[src/design/crcec_params.svh]
`ifndef CRCEC_PARAMS_SVH
`define CRCEC_PARAMS_SVH

// Register addresses on the special-function register port.
`define CRCEC_ADDR_CONTROL     8'h91
`define CRCEC_ADDR_INPUT_BYTE  8'h93
`define CRCEC_ADDR_RESULT_DATA 8'h94

// Control register field positions.
`define CRCEC_BIT_POLY_SELECT  4
`define CRCEC_BIT_RESULT_INIT  3
`define CRCEC_BIT_INIT_VALUE   2
`define CRCEC_PTR_MSB          1
`define CRCEC_PTR_LSB          0

// Reset values.
`define CRCEC_CONTROL_RESET    8'h00
`define CRCEC_RESULT_RESET     32'h00000000

// Generator polynomials and start values.
`define CRCEC_POLY32           32'h04c11db7
`define CRCEC_POLY16           16'h1021
`define CRCEC_INIT_ZERO        32'h00000000
`define CRCEC_INIT_ONES        32'hffffffff

// Buffer shape.
`define CRCEC_FIFO_DEPTH       32
`define CRCEC_FIFO_WIDTH       8

`endif

[src/design/crcec_pkg.sv]
package crcec_pkg;

  typedef logic [7:0] crcec_byte_t;
  typedef logic [31:0] crcec_result_t;

  typedef enum logic [0:0] {
    CRCEC_POLY_32 = 1'b0,
    CRCEC_POLY_16 = 1'b1
  } crcec_poly_e;

  typedef struct packed {
    crcec_poly_e poly_select;
    logic        init_value_select;
    logic [1:0]  result_byte_pointer;
  } crcec_ctrl_s;

endpackage : crcec_pkg

[src/design/crcec_fifo_if.sv]
`timescale 1ns/10ps
`default_nettype none

interface crcec_fifo_if #(
  parameter int WIDTH = 8
);
  logic             wr_valid;
  logic             wr_ready;
  logic [WIDTH-1:0] wr_data;
  logic             rd_valid;
  logic             rd_ready;
  logic [WIDTH-1:0] rd_data;

  modport fifo (
    input  wr_valid,
    output wr_ready,
    input  wr_data,
    output rd_valid,
    input  rd_ready,
    output rd_data
  );

  modport user (
    output wr_valid,
    input  wr_ready,
    output wr_data,
    input  rd_valid,
    output rd_ready,
    input  rd_data
  );
endinterface : crcec_fifo_if

`default_nettype wire

[src/design/crcec_top.sv]
`timescale 1ns/10ps
`default_nettype none
`include "crcec_params.svh"

module crcec_top #(
  parameter int FIFO_DEPTH = `CRCEC_FIFO_DEPTH
) (
  input  wire logic               ref_clk,
  input  wire logic               rstn,
  input  wire logic [7:0]         sfr_addr,
  input  wire logic               sfr_wr,
  input  wire logic               sfr_rd,
  input  wire crcec_pkg::crcec_byte_t sfr_wdata,
  output var  crcec_pkg::crcec_byte_t sfr_rdata,
  output var  logic               in_ready,
  output var  logic               busy
);
  import crcec_pkg::*;

  crcec_fifo_if #(.WIDTH(`CRCEC_FIFO_WIDTH)) buf_if ();

  // Input bytes wait here so that a burst of writes never stalls the port.
  crcec_fifo #(
    .WIDTH (`CRCEC_FIFO_WIDTH),
    .DEPTH (FIFO_DEPTH)
  ) u_fifo (
    .ref_clk (ref_clk),
    .rstn    (rstn),
    .port    (buf_if.fifo)
  );

  crcec_ctrl_s   ctrl;
  crcec_result_t result;
  crcec_ctrl_s   next_ctrl;
  crcec_result_t next_result;
  crcec_byte_t   next_sfr_rdata;
  logic          next_in_ready;
  logic          next_busy;

  logic          wr_control;
  logic          wr_input;
  logic          wr_data_port;
  logic          rd_control;
  logic          rd_data_port;
  logic          do_init;
  logic          engine_stall;
  logic          engine_step;
  logic [1:0]    byte_index;
  crcec_byte_t   selected_byte;
  // Fold network: entry k holds the remainder after k input bits.
  logic [31:0]   stage32 [0:8];
  logic [15:0]   stage16 [0:8];
  crcec_result_t folded;

  // Register port decode; each strobe is qualified by its own address.
  always_comb begin
    wr_control   = 1'b0;
    wr_input     = 1'b0;
    wr_data_port = 1'b0;
    rd_control   = 1'b0;
    rd_data_port = 1'b0;
    case (sfr_addr)
      `CRCEC_ADDR_CONTROL: begin
        wr_control = sfr_wr;
        rd_control = sfr_rd;
      end
      `CRCEC_ADDR_INPUT_BYTE: begin
        wr_input = sfr_wr;
      end
      `CRCEC_ADDR_RESULT_DATA: begin
        wr_data_port = sfr_wr;
        rd_data_port = sfr_rd;
      end
      default: begin
        // Unmapped addresses: writes are ignored and reads return zero.
      end
    endcase
  end

  // Init is a trigger: the bit itself is never stored.
  assign do_init      = wr_control && sfr_wdata[`CRCEC_BIT_RESULT_INIT];

  // A software init or data-port write takes the cycle; the buffered byte waits one clock.
  assign engine_stall = do_init || wr_data_port;
  assign engine_step  = buf_if.rd_valid && !engine_stall;

  // Bytes queue in order; a write while the buffer is full is dropped.
  assign buf_if.wr_valid = wr_input;
  assign buf_if.wr_data  = sfr_wdata;
  assign buf_if.rd_ready = !engine_stall;

  // In 16-bit mode only the low pointer bit picks a byte.
  assign byte_index = (ctrl.poly_select == CRCEC_POLY_16) ?
                      {1'b0, ctrl.result_byte_pointer[0]} :
                      ctrl.result_byte_pointer;

  assign selected_byte = result[byte_index*8 +: 8];

  // One shift-and-reduce stage per input bit, most significant bit first.
  assign stage32[0] = result;
  assign stage16[0] = result[15:0];

  for (genvar g = 0; g < 8; g++) begin : g_fold
    logic in_bit;
    logic fb32;
    logic fb16;

    assign in_bit         = buf_if.rd_data[7 - g];
    assign fb32           = stage32[g][31] ^ in_bit;
    assign fb16           = stage16[g][15] ^ in_bit;
    assign stage32[g + 1] = {stage32[g][30:0], 1'h0} ^
                            (fb32 ? `CRCEC_POLY32 : `CRCEC_INIT_ZERO);
    assign stage16[g + 1] = {stage16[g][14:0], 1'h0} ^
                            (fb16 ? `CRCEC_POLY16 : 16'h0000);
  end

  // A 16-bit fold leaves the upper half of the result untouched.
  assign folded = (ctrl.poly_select == CRCEC_POLY_16) ?
                  {result[31:16], stage16[8]} : stage32[8];

  // Control group: bits 7:5 are not stored and the init bit is a trigger only.
  always_comb begin
    next_ctrl = ctrl;
    if (wr_control) begin
      next_ctrl.poly_select         = crcec_poly_e'(sfr_wdata[`CRCEC_BIT_POLY_SELECT]);
      next_ctrl.init_value_select   = sfr_wdata[`CRCEC_BIT_INIT_VALUE];
      next_ctrl.result_byte_pointer = sfr_wdata[`CRCEC_PTR_MSB:`CRCEC_PTR_LSB];
    end else if (wr_data_port || rd_data_port) begin
      // A read and a write of the data port in one cycle advance the pointer once.
      next_ctrl.result_byte_pointer = ctrl.result_byte_pointer + 2'd1;
    end
  end

  always_ff @(posedge ref_clk or negedge rstn) begin
    if (!rstn) begin
      ctrl <= crcec_ctrl_s'(4'h0);
    end else begin
      ctrl <= next_ctrl;
    end
  end

  // Result group: software access wins over the engine in the same cycle.
  always_comb begin
    next_result = result;
    if (do_init) begin
      next_result = sfr_wdata[`CRCEC_BIT_INIT_VALUE] ?
                    `CRCEC_INIT_ONES : `CRCEC_INIT_ZERO;
    end else if (wr_data_port) begin
      // Only the addressed byte changes; the pointer moves in the control group.
      next_result[byte_index*8 +: 8] = sfr_wdata;
    end else if (engine_step) begin
      next_result = folded;
    end
  end

  always_ff @(posedge ref_clk or negedge rstn) begin
    if (!rstn) begin
      result <= `CRCEC_RESULT_RESET;
    end else begin
      result <= next_result;
    end
  end

  // Read group: the port shows zero in every cycle that follows no read.
  always_comb begin
    next_sfr_rdata = 8'h00;
    if (rd_control) begin
      next_sfr_rdata = {3'h0, ctrl.poly_select, 1'h0,
                        ctrl.init_value_select, ctrl.result_byte_pointer};
    end else if (rd_data_port) begin
      next_sfr_rdata = selected_byte;
    end
  end

  always_ff @(posedge ref_clk or negedge rstn) begin
    if (!rstn) begin
      sfr_rdata <= 8'h00;
    end else begin
      sfr_rdata <= next_sfr_rdata;
    end
  end

  // Buffer view: registered, so it trails the buffer's own flag by one clock.
  always_comb begin
    next_in_ready = buf_if.wr_ready;
  end

  always_ff @(posedge ref_clk or negedge rstn) begin
    if (!rstn) begin
      in_ready <= 1'b0;
    end else begin
      in_ready <= next_in_ready;
    end
  end

  // Engine activity: a byte being written counts, so busy never misses a fold.
  always_comb begin
    next_busy = buf_if.rd_valid || wr_input;
  end

  always_ff @(posedge ref_clk or negedge rstn) begin
    if (!rstn) begin
      busy <= 1'b0;
    end else begin
      busy <= next_busy;
    end
  end
endmodule : crcec_top

`default_nettype wire

[src/design/crcec_fifo.sv]
`timescale 1ns/10ps
`default_nettype none

module crcec_fifo #(
  parameter int WIDTH = 8,
  parameter int DEPTH = 32
) (
  input  wire logic  ref_clk,
  input  wire logic  rstn,
  crcec_fifo_if.fifo port
);
  import crcec_pkg::*;

  localparam int AW = $clog2(DEPTH);

  logic [WIDTH-1:0] mem [DEPTH];
  logic [AW-1:0]    wr_ptr;
  logic [AW-1:0]    rd_ptr;
  logic [AW:0]      count;
  logic             not_full;
  logic             not_empty;
  logic [AW-1:0]    next_wr_ptr;
  logic [AW-1:0]    next_rd_ptr;
  logic [AW:0]      next_count;
  logic             push;
  logic             pop;

  assign push          = port.wr_valid & not_full;
  assign pop           = port.rd_ready & not_empty;
  assign port.wr_ready = not_full;
  assign port.rd_valid = not_empty;
  assign port.rd_data  = mem[rd_ptr];

  always_comb begin
    next_wr_ptr = wr_ptr;
    next_rd_ptr = rd_ptr;
    next_count  = count;
    if (push) begin
      next_wr_ptr = (wr_ptr == AW'(DEPTH - 1)) ? '0 : wr_ptr + 1'b1;
    end
    if (pop) begin
      next_rd_ptr = (rd_ptr == AW'(DEPTH - 1)) ? '0 : rd_ptr + 1'b1;
    end
    if (push && !pop) begin
      next_count = count + 1'b1;
    end else if (pop && !push) begin
      next_count = count - 1'b1;
    end
  end

  always_ff @(posedge ref_clk or negedge rstn) begin
    if (!rstn) begin
      wr_ptr    <= '0;
      rd_ptr    <= '0;
      count     <= '0;
      not_full  <= 1'b1;
      not_empty <= 1'b0;
    end else begin
      wr_ptr    <= next_wr_ptr;
      rd_ptr    <= next_rd_ptr;
      count     <= next_count;
      not_full  <= (next_count != (AW+1)'(DEPTH));
      not_empty <= (next_count != '0);
    end
  end

  // Storage has no reset so it maps onto plain memory.
  always_ff @(posedge ref_clk) begin
    if (push) begin
      mem[wr_ptr] <= port.wr_data;
    end
  end
endmodule : crcec_fifo

`default_nettype wire

[config.mk]
export PLATFORM = sky130hd
export DESIGN_NAME = crcec_top
export DESIGN_NICKNAME = d
export VERILOG_FILES = /design/src/design/crcec_pkg.sv /design/src/design/crcec_fifo_if.sv /design/src/design/crcec_top.sv /design/src/design/crcec_fifo.sv
export VERILOG_INCLUDE_DIRS = /design/src /design/src/design
export SDC_FILE = /design/constraint.sdc
export NUM_CORES = 1
export LEC_CHECK = 0
export BUFFER_PORTS_ARGS = -buffer_cell sky130_fd_sc_hd__buf_2
export CELL_PAD_IN_SITES_DETAIL_PLACEMENT = 1
export CELL_PAD_IN_SITES_GLOBAL_PLACEMENT = 2
export CORE_MARGIN = 2
export CORE_UTILIZATION = 46
export DETAILED_ROUTE_END_ITERATION = 8
export GPL_TIMING_DRIVEN = 1
export PLACE_DENSITY = 0.86
export RECOVER_POWER = 25
export SLEW_MARGIN = 10
export SYNTH_ARGS = -nofsm -noshare
export SYNTH_HDL_FRONTEND = slang
export SYNTH_SLANG_ARGS = --single-unit
export TNS_END_PERCENT = 100
[constraint.sdc]
create_clock -name ref_clk -period 4.85 [get_ports ref_clk]
set_clock_uncertainty 0.2 [all_clocks]
set_input_delay 0.2425 -clock ref_clk [delete_from_list [all_inputs] [get_ports ref_clk]]
set_output_delay 0.2425 -clock ref_clk [all_outputs]
set_load 0.03 [all_outputs]
# == After elaboration in Yosys (flattened, before gate mapping) ==
# Memory sizes are Yosys's and may differ from the RTL's.
# Index checks and enable logic that the tools add are counted.
# totals
reg_bits,64
latch_bits,0
mem_bits_rw,256
rom_bits,0
in_bits,20
out_inout_bits,10
word_cells,116
mem_count,1
# classes
n_addsub,6
n_mul,0
div,0
n_lt_le_gt_ge,0
eq_ne,7
shift,3
mux,38
n_bitwise,34
reduce_logical,14
# memory_table
name,depth,word_bits,read_ports,rd_ports_with_merged_regs,wr,line_no,source
u_fifo.mem,32,8,1,0,1,crcec_fifo.sv:16,logic [WIDTH-1:0] mem [DEPTH];
# op_table
operator,count
XOR 32 x 27 -> 32 bit,8
2-to-1 mux 27 bit,8
2-to-1 mux 32 bit,5
XOR 16 x 13 -> 16 bit,8
2-to-1 mux 13 bit,8
negation 5 -> 34 bit,1
"variable shift 8 x 34 -> 32 bit, first input constant",1
indexed part select 8 x 34 -> 32 bit,1
bitwise mux 32 bit,1
indexed part select 32 x 6 -> 8 bit,1
"equality test 8 bit, second input constant",3
2-to-1 mux 8 bit,2
XOR 1 bit,16
2-to-1 mux 6 bit,2
"adder 5 x 1 -> 5 bit, second input constant",2
"equality test 5 bit, second input constant",2
2-to-1 mux 5 bit,2
2-to-1 mux 1 bit,7
"adder 6 x 1 -> 6 bit, second input constant",1
2-to-1 mux 2 bit,3
"inequality test 6 bit, second input constant",1
nonzero test 6 bit,1
"subtractor 6 x 1 -> 6 bit, second input constant",1
logical AND 1 bit,4
8 further kinds,13

# == Depth between registers and ports, before layout ==
# Gate-level depths: netlist (run 1).
# An unclocked memory read counts as a cell.
# logic_depth
ltp_word,29
depth_mapped,16
depth_no_buf,11

# == Cells and area by module ==
# A second synthesis (run 1) with hierarchy kept.
# unflattened
cells_unflattened,1048
hier_area_um2,14813.0
# by_module_without_submodules
module,instances,cells_per_inst,area_per_inst_um2,seq_area_each_um2
crcec_fifo,1,686,11179.5,8139.1
crcec_top,1,362,3633.5,1151.1

# == Worst setup path before layout (run 1) ==
# No wires, ideal clock.
# synth_path
path_kind,flip-flop to flip-flop
start,register u_fifo.rd_ptr[0]
end,register result[13]
setup_ns,0.126
arrival_ns,3.440
required_ns,4.524
slack_ns,1.084
path_stages_with_launch,13
path_buffers,2
period_less_slack_ns,3.766
path_cell_list,dfrtp_1 -> buf_6 -> buf_12 -> mux4_1 -> mux4_2 -> mux2i_1 -> xnor2_2 -> xor2_1 -> xnor3_1 -> o21ai_1 -> xnor2_1 -> a221oi_1 -> nor2_1
# synth_via
elab_chain_cells,17
elab_cells_between_ends,35
classes_between,mux: 12; bitwise: 22; memory: 1
# synth_lines
item,line_no,source
"start, declared",crcec_fifo.sv:18,logic [AW-1:0] rd_ptr;
"start signal, assigned",crcec_fifo.sv:60,rd_ptr <= next_rd_ptr;
memory (32 x 8 bit) *,n/a,
XOR 1 bit,crcec_top.sv:109,assign fb32 = stage32[g][31] ^ in_bit;
2-to-1 mux 27 bit (no line),n/a,
XOR 32 x 27 -> 32 bit (6 in series),crcec_top.sv:111,"assign stage32[g + 1] = {stage32[g][30:0], 1'h0} ^"
XOR 1 bit,crcec_top.sv:109,
2-to-1 mux 27 bit (no line),n/a,
XOR 32 x 27 -> 32 bit (2 in series),crcec_top.sv:111,
2-to-1 mux 32 bit *,crcec_top.sv:118,assign folded = (ctrl.poly_select == CRCEC_POLY_16) ?
2-to-1 mux 32 bit *,crcec_top.sv:151,end else if (engine_step) begin
2-to-1 mux 32 bit *,crcec_top.sv:148,end else if (wr_data_port) begin
2-to-1 mux 32 bit *,crcec_top.sv:145,if (do_init) begin
"end signal, assigned",crcec_top.sv:158,result <= `CRCEC_RESULT_RESET;
"end signal, assigned",crcec_top.sv:160,result <= next_result;
"end, declared",crcec_top.sv:33,crcec_result_t result;
# Every way passes the cells marked *; elsewhere a longest branch is shown, timed or not. The select of a mux whose other input is x is not followed.
# A chain may end at the register's enable or synchronous reset.

# == Worst setup path in the final report (run 1) ==
# layout_path
start,register u_fifo.rd_ptr[0]
end,register result[8]
# layout_via
elab_chain_cells,17
elab_cells_between_ends,37
classes_between,mux: 12; bitwise: 24; memory: 1
# layout_lines
item,line_no
memory (32 x 8 bit) *,n/a
XOR 1 bit (on tied branches),"crcec_top.sv:109, crcec_top.sv:110"
2-to-1 mux 27 bit (no line) / 2-to-1 mux 13 bit (equally long branches),n/a
XOR 32 x 27 -> 32 bit / XOR 16 x 13 -> 16 bit (equally long branches) (4 in series),"crcec_top.sv:111, crcec_top.sv:113"
XOR 32 x 27 -> 32 bit / XOR 1 bit (equally long branches),"crcec_top.sv:111, crcec_top.sv:110"
XOR 32 x 27 -> 32 bit / 2-to-1 mux 13 bit (equally long branches),"crcec_top.sv:111, crcec_top.sv:114"
XOR 1 bit / XOR 16 x 13 -> 16 bit (equally long branches),"crcec_top.sv:109, crcec_top.sv:113"
2-to-1 mux 27 bit (no line) / XOR 16 x 13 -> 16 bit (equally long branches),n/a
XOR 32 x 27 -> 32 bit / XOR 16 x 13 -> 16 bit (equally long branches) (2 in series),"crcec_top.sv:111, crcec_top.sv:113"
2-to-1 mux 32 bit *,crcec_top.sv:118
2-to-1 mux 32 bit *,crcec_top.sv:151
2-to-1 mux 32 bit *,crcec_top.sv:148
2-to-1 mux 32 bit *,crcec_top.sv:145
# Marked as above.

==> impl_metrics.py, run 1 <==
metrics = {
    "setup_path": {
        "slowest_delay_ps": 740,
        "cp_cell_sequence": "buf_4 > mux2i_1 > a22oi_1 > a21oi_1 > nor4_2 > xnor2_2 > buf_4 > xnor2_2 > xnor2_1 > xnor2_1 > o21ai_2 > xor2_1 > a211oi_2",
        "cp_top_family": "XOR/XNOR gates",
        "r2r_slack_ps": 360,
        "r2r-end": "result[8]",
        "critPathArrivalTime_ps": 4730,
        "slowest_stage": "dfrtp_4",
        "criticalPathCategory": "reg2reg",
        "cp-end-kind": "register",
        "critical_path_buf_inv_count": 2,
        "r2r_start": "u_fifo.rd_ptr[0]",
        "required_ps": 5090,
        "startpoint": "u_fifo.rd_ptr[0]",
        "rr_worst_depth": 13,
        "cp_max_fo": 28,
        "start_kind": "register",
        "worst-path-stages": 13,
        "crit_end": "result[8]",
    },
    "global_route": {
        "met2_usage_pct": 38.31,
        "overflow": 0,
        "grt_pass1_wl_mm": 58.64,
        "grt_max_degree": 39,
        "met3_usage_pct": 4.272,
        "grt_pass1_vias": 9310,
        "grtUsageTotal_pct": 23.78,
        "antenna_found_initial": 0,
        "top_usage_layer": "met2",
        "use_met1_pct": 33.23,
    },
    "floorplanning": {
        "fp.dieW_um": 182.0,
        "num_rows": 65,
        "num_io_pins": 30,
        "dieArea_um2": 33130,
        "start_util_pct": 46.44,
        "fp.dieH_um": 182.0,
        "core_area_um2": 31390,
    },
    "synth": {
        "synthCells": 981,
        "syn_area_um2": 14580,
        "synth_fp_nets": 1014,
        "ys_ff_latch": 320,
        "synth_ff_type": "edfxtp_1",
        "synth_enable_flop_cells": 256,
        "syn_area_per_cell_um2": 14.86,
        "async_flop_share_pct": 20.00,
        "synth_top_area_cell": "edfxtp_1",
        "ys_seq_area_share_pct": 63.72,
        "yosys_warnings": 0,
        "synth_most_common_cell": "edfxtp_1",
        "synth_top_area_share_pct": 52.73,
        "netlist-cell-type-count": 63,
        "synthTopCellsByArea": "edfxtp_1 (53%), dfrtp_1 (11%), mux2i_1 (6.7%)",
        "synthTopCellsByCount": "edfxtp_1 (256), mux2i_1 (98), nor2_1 (80)",
    },
    "timing": {
        "whs_ps": 65.42,
        "setup_viol_count_final": 0,
        "tns_ps": 0,
        "maxSlewViolCount": 227,
        "post-route-period-util_pct": 92.63,
        "worst_pin_slew_ps": 2043,
        "fmax_mhz": 222.6,
        "relSlewSlack_pct": -36.20,
        "hold_viol": 0,
        "rsz0062_at_grt": "no",
        "period_minus_slack_ps": 4492,
    },
    "clocking": {
        "cts_tree": "built",
        "cts.sinks": 320,
        "cts.reportedPaths.clkPinSlew_ps": 60,
        "h-tree-depth": 2,
        "root_buffer": "clkbuf_16",
        "cts_buffers": 36,
        "cts.path.max_buffers": 3,
        "insertion_delay_ps": 540,
        "cts-resized-gates": 0,
    },
    "layout": {
        "post-route-util_pct": 51.94,
        "drive_above_1_share_pct": 15.09,
        "design_area_um2": 16310,
        "syn2layout_area_growth_pct": 11.85,
        "n_antenna_cell": 0,
        "num-nets-final": 1067,
    },
    "route": {
        "drt-wirelength-per-cell_um": 26.02,
        "ant_nets": 0,
        "viasPerCell": 5.951,
        "drt_iter0_markers": 849,
        "drc_errors": 0,
        "drt_wl_total_mm": 38.04,
        "dr.pass1.iters": 6,
        "vias": 8701,
    },
    "placed_design": {
        "hpwl_mm": 25.23,
        "port_buffers": 29,
        "gp_congestion": 0.9110,
        "place_area_um2": 15160,
    },
    "flow_run": {
        "timing.max_cap.violations": 6,
    },
    "worst_hold_path": {
        "hold_path_class": "in2reg",
        "hp-start": "sfr_wr",
    },
    "outcome": {
        "violations": "capacitance limit, slew limit",
        "status": "finished, violations left",
    },
}
==> state kept, by name, summed over array words and instances, names as in the netlist <==
register	flops
u_fifo.port.wr_ready	1
u_fifo.port.rd_valid	1
result	32
u_fifo.count	6
in_ready	1
u_fifo.rd_ptr	5
u_fifo.wr_ptr	5
ctrl	4
u_fifo.mem	256
sfr_rdata	8
busy	1
==> cell families (layout without fill, tap and decap cells) <==
kind of cell / after synthesis / in the layout / share of synthesized area [%]
XOR/XNOR: 97 / 97 / 7.020
AND/OR/NAND/NOR: 184 / 184 / 6.359
AO/OA/AOI/OAI: 181 / 181 / 8.188
multiplexers: 129 / 129 / 11.21
buffers and inverters: 57 / 136 / 2.386
flip-flops: 320 / 320 / 63.72
adder cells (fa/ha/maj): 13 / 13 / 1.116
==> cell type report <==
type                       count  area (µm²)
clock buffer                  44       930.9
clock inverter                20       182.7
fill                        3066       15090
inverter                       7       26.28
multi-input combinational    604        4943
sequential                   320        9294
tap                          402       503.0
timing repair buffer          65       426.7
==> worst min path at each step <==
stage	cells past startpoint	slack, ps	to
finish	3	70	ctrl[1]
global placement	1	110	sfr_rdata[6]
CTS	3	60	ctrl[1]
detailed placement	1	120	sfr_rdata[6]
floorplan	0	-250	busy
global route	3	80	sfr_rdata[4]
==> per-stage QoR <==
stage          instances  worst slack [ps]
2_1_floorplan        981              1084
3_3_place_gp        1394             466.6
3_5_place_dp        1394             386.4
4_1_cts             1462             342.1
5_1_grt             1462             83.23
6_report            1462             357.5
==> worst reg2reg max path, cell delays in order (launching register included) <==
cell and delay [ps]:
dfrtp_4 740, buf_4 430, mux2i_1 150, a22oi_1 340, a21oi_1 170, nor4_2 540
xnor2_2 220, buf_4 210, xnor2_2 360, xnor2_1 230, xnor2_1 330, o21ai_2 100
xor2_1 180, a211oi_2 230
==> routing by layer <==
metal / part of all wire [%] / up-vias
li1: - / 3850
met1: 43 / 4507
met2: 47 / 280
met3: 6.6 / 64
met5: 0 / -
met4: 2.8 / 0
==> what timing repair did <==
action	in CTS	in global routing
hold endpoints to repair	27	0
setup buffers	0	0
hold buffers	4	0
==> layout by cell type (no fill, tap or decap), types with 13 or more instances in the layout <==
cell type  synthesis  final
nand2_1           39     39
xnor2_1           64     64
mux2i_1           98     98
ha_1              13     13
a221oi_1          21     21
clkbuf_16          0     36
edfxtp_1         256    256
buf_4              3     30
a22oi_1           49     49
clkbuf_1          30     15
xor2_1            18     18
buf_2              4     23
nor2_1            80     80
mux4_2            23     23
a21oi_1           60     60
o21ai_0           16     16
dfrtp_1           63     62
Power of run 1 is left out: the tool's default activity adds up to more than one toggle a clock period on the data nets, which glitch-free logic cannot reach.
==> run 2, diff against run 1 <==
- BUFFER_PORTS_ARGS: -buffer_cell sky130_fd_sc_hd__buf_2 -> default
- CORE_MARGIN: 2 -> 8
- CORE_UTILIZATION: 46 -> 47
- DONT_BUFFER_PORTS: default -> 1
==> impl_metrics.py, run 2 (same netlist as run 1, synthesis figures left out) <==
metrics = {
    "timing": {
        "hold_viol": 0,
        "worst_pin_slew_ps": 1961,
        "relSlewSlack_pct": -30.72,
        "post-route-period-util_pct": 88.43,
        "fmax_mhz": 233.2,
        "setup_viol_count_final": 0,
        "period_minus_slack_ps": 4289,
        "rsz0062_at_grt": "no",
        "whs_ps": 27.79,
        "tns_ps": 0,
        "maxSlewViolCount": 224,
    },
    "layout": {
        "largest_register": "u_fifo.mem",
        "reg_top3": "u_fifo.mem: 256 flops, result: 32 flops, sfr_rdata: 8 flops",
        "final_common_cell": "edfxtp_1",
        "syn2layout_area_growth_pct": 12.04,
        "largest_reg_flops": 256,
        "n_antenna_cell": 0,
        "drive_above_1_share_pct": 13.03,
        "num-nets-final": 1051,
        "layout_common_cells": "edfxtp_1 (256), mux2i_1 (98), nor2_1 (78)",
        "instances_no_fill": 1440,
    },
    "global_route": {
        "use_met1_pct": 28.97,
        "met2_usage_pct": 34.79,
        "grt_max_degree": 65,
        "grtUsageTotal_pct": 21.21,
        "top_usage_layer": "met2",
        "overflow": 0,
        "grt_pass1_wl_mm": 58.82,
        "met3_usage_pct": 3.177,
        "grt_pass1_vias": 9344,
        "antenna_found_initial": 0,
    },
    "clocking": {
        "cts_tree": "built",
        "cts.reportedPaths.clkPinSlew_ps": 60,
        "cts_buffers": 35,
        "cts.sinks": 320,
        "h-tree-depth": 2,
        "insertion_delay_ps": 530,
        "root_buffer": "clkbuf_16",
        "cts.path.max_buffers": 3,
    },
    "worst_hold_path": {
        "hold_path_class": "in2reg",
        "worstHoldPathCells": 3,
        "hp-start": "sfr_addr[2]",
        "whs_endpoint": "ctrl[0]",
    },
    "route": {
        "dr.pass1.iters": 5,
        "drt-wirelength-per-cell_um": 26.74,
        "vias": 8698,
        "drc_errors": 0,
        "ant_nets": 0,
        "viasPerCell": 6.040,
        "drt_wl_total_mm": 38.51,
        "drt_iter0_markers": 720,
    },
    "floorplanning": {
        "num_io_pins": 30,
        "num_rows": 64,
        "dieArea_um2": 36910,
        "fp.dieW_um": 192.1,
        "start_util_pct": 47.66,
        "core_area_um2": 30590,
        "fp.dieH_um": 192.1,
    },
    "outcome": {
        "status": "finished, violations left",
        "violations": "capacitance limit, slew limit",
    },
    "setup_path": {
        "critPathArrivalTime_ps": 4490,
        "cp_cell_sequence": "buf_4 > mux4_1 > mux4_2 > mux2i_1 > xnor2_2 > xnor3_1 > xor3_1 > xor3_1 > mux2i_1 > xor2_1 > a221oi_2 > nor2_1",
        "startpoint": "u_fifo.rd_ptr[0]",
        "r2r_slack_ps": 560,
        "slowest_stage": "mux4_1",
        "cp_max_fo": 11,
        "slowest_delay_ps": 580,
        "cp-end-kind": "register",
        "criticalPathCategory": "reg2reg",
        "cp_top_family": "multiplexers",
        "required_ps": 5050,
        "critical_path_buf_inv_count": 1,
        "r2r-end": "result[12]",
        "r2r_start": "u_fifo.rd_ptr[0]",
        "rr_worst_depth": 12,
        "start_kind": "register",
    },
    "placed_design": {
        "port_buffers": 0,
        "gp_congestion": 0.9000,
        "hpwl_mm": 24.72,
        "dp_cells": 1353,
    },
    "flow_run": {
        "timing.max_cap.violations": 6,
    },
}
[run 2: how the worst max path moves through the flow]
stage / to / slack [ps] / depth (start not counted)
floorplan: result[13] / 1080 / 12
global placement: result[12] / 620 / 12
detailed placement: result[12] / 580 / 12
CTS: result[12] / 530 / 12
global route: result[12] / 370 / 12
finish: result[12] / 560 / 12
[run 2: cell type report]
class	instances	area, µm²
inverter	7	26.28
clock inverter	16	150.1
timing repair buffer	50	473.0
tap	396	495.5
clock buffer	47	942.2
multi-input combinational	604	4954
sequential	320	9294
fill	2941	14250
[run 2: stage by stage]
stage	area [µm²]	utilization, %	setup WS, ps
2_1_floorplan	14580	-	1084
5_1_grt	16330	53.40	365.5
3_3_place_gp	15000	49.04	624.5
6_report	16330	53.40	561.4
3_5_place_dp	15000	49.04	580.3
4_1_cts	16430	53.72	525.8
[run 2: repair_timing]
item	4_1_cts	5_1_grt
resized for setup	0	0
setup buffers	0	0
hold buffers	24	0
endpoints found under the hold margin	361	0
[run 2: layer usage]
layer / wire length, µm / share of wire, %
met1: 16710 / 43
met2: 18810 / 49
met3: 1952 / 5.1
met4: 1043 / 2.7
met5: 0 / 0
[run 2: tightest hold or removal path, cell delays in order]
cell and delay [ps]:
nor3b_1 50, nand3_1 290, a21oi_1 110
Power of run 2 is left out for the same reason.
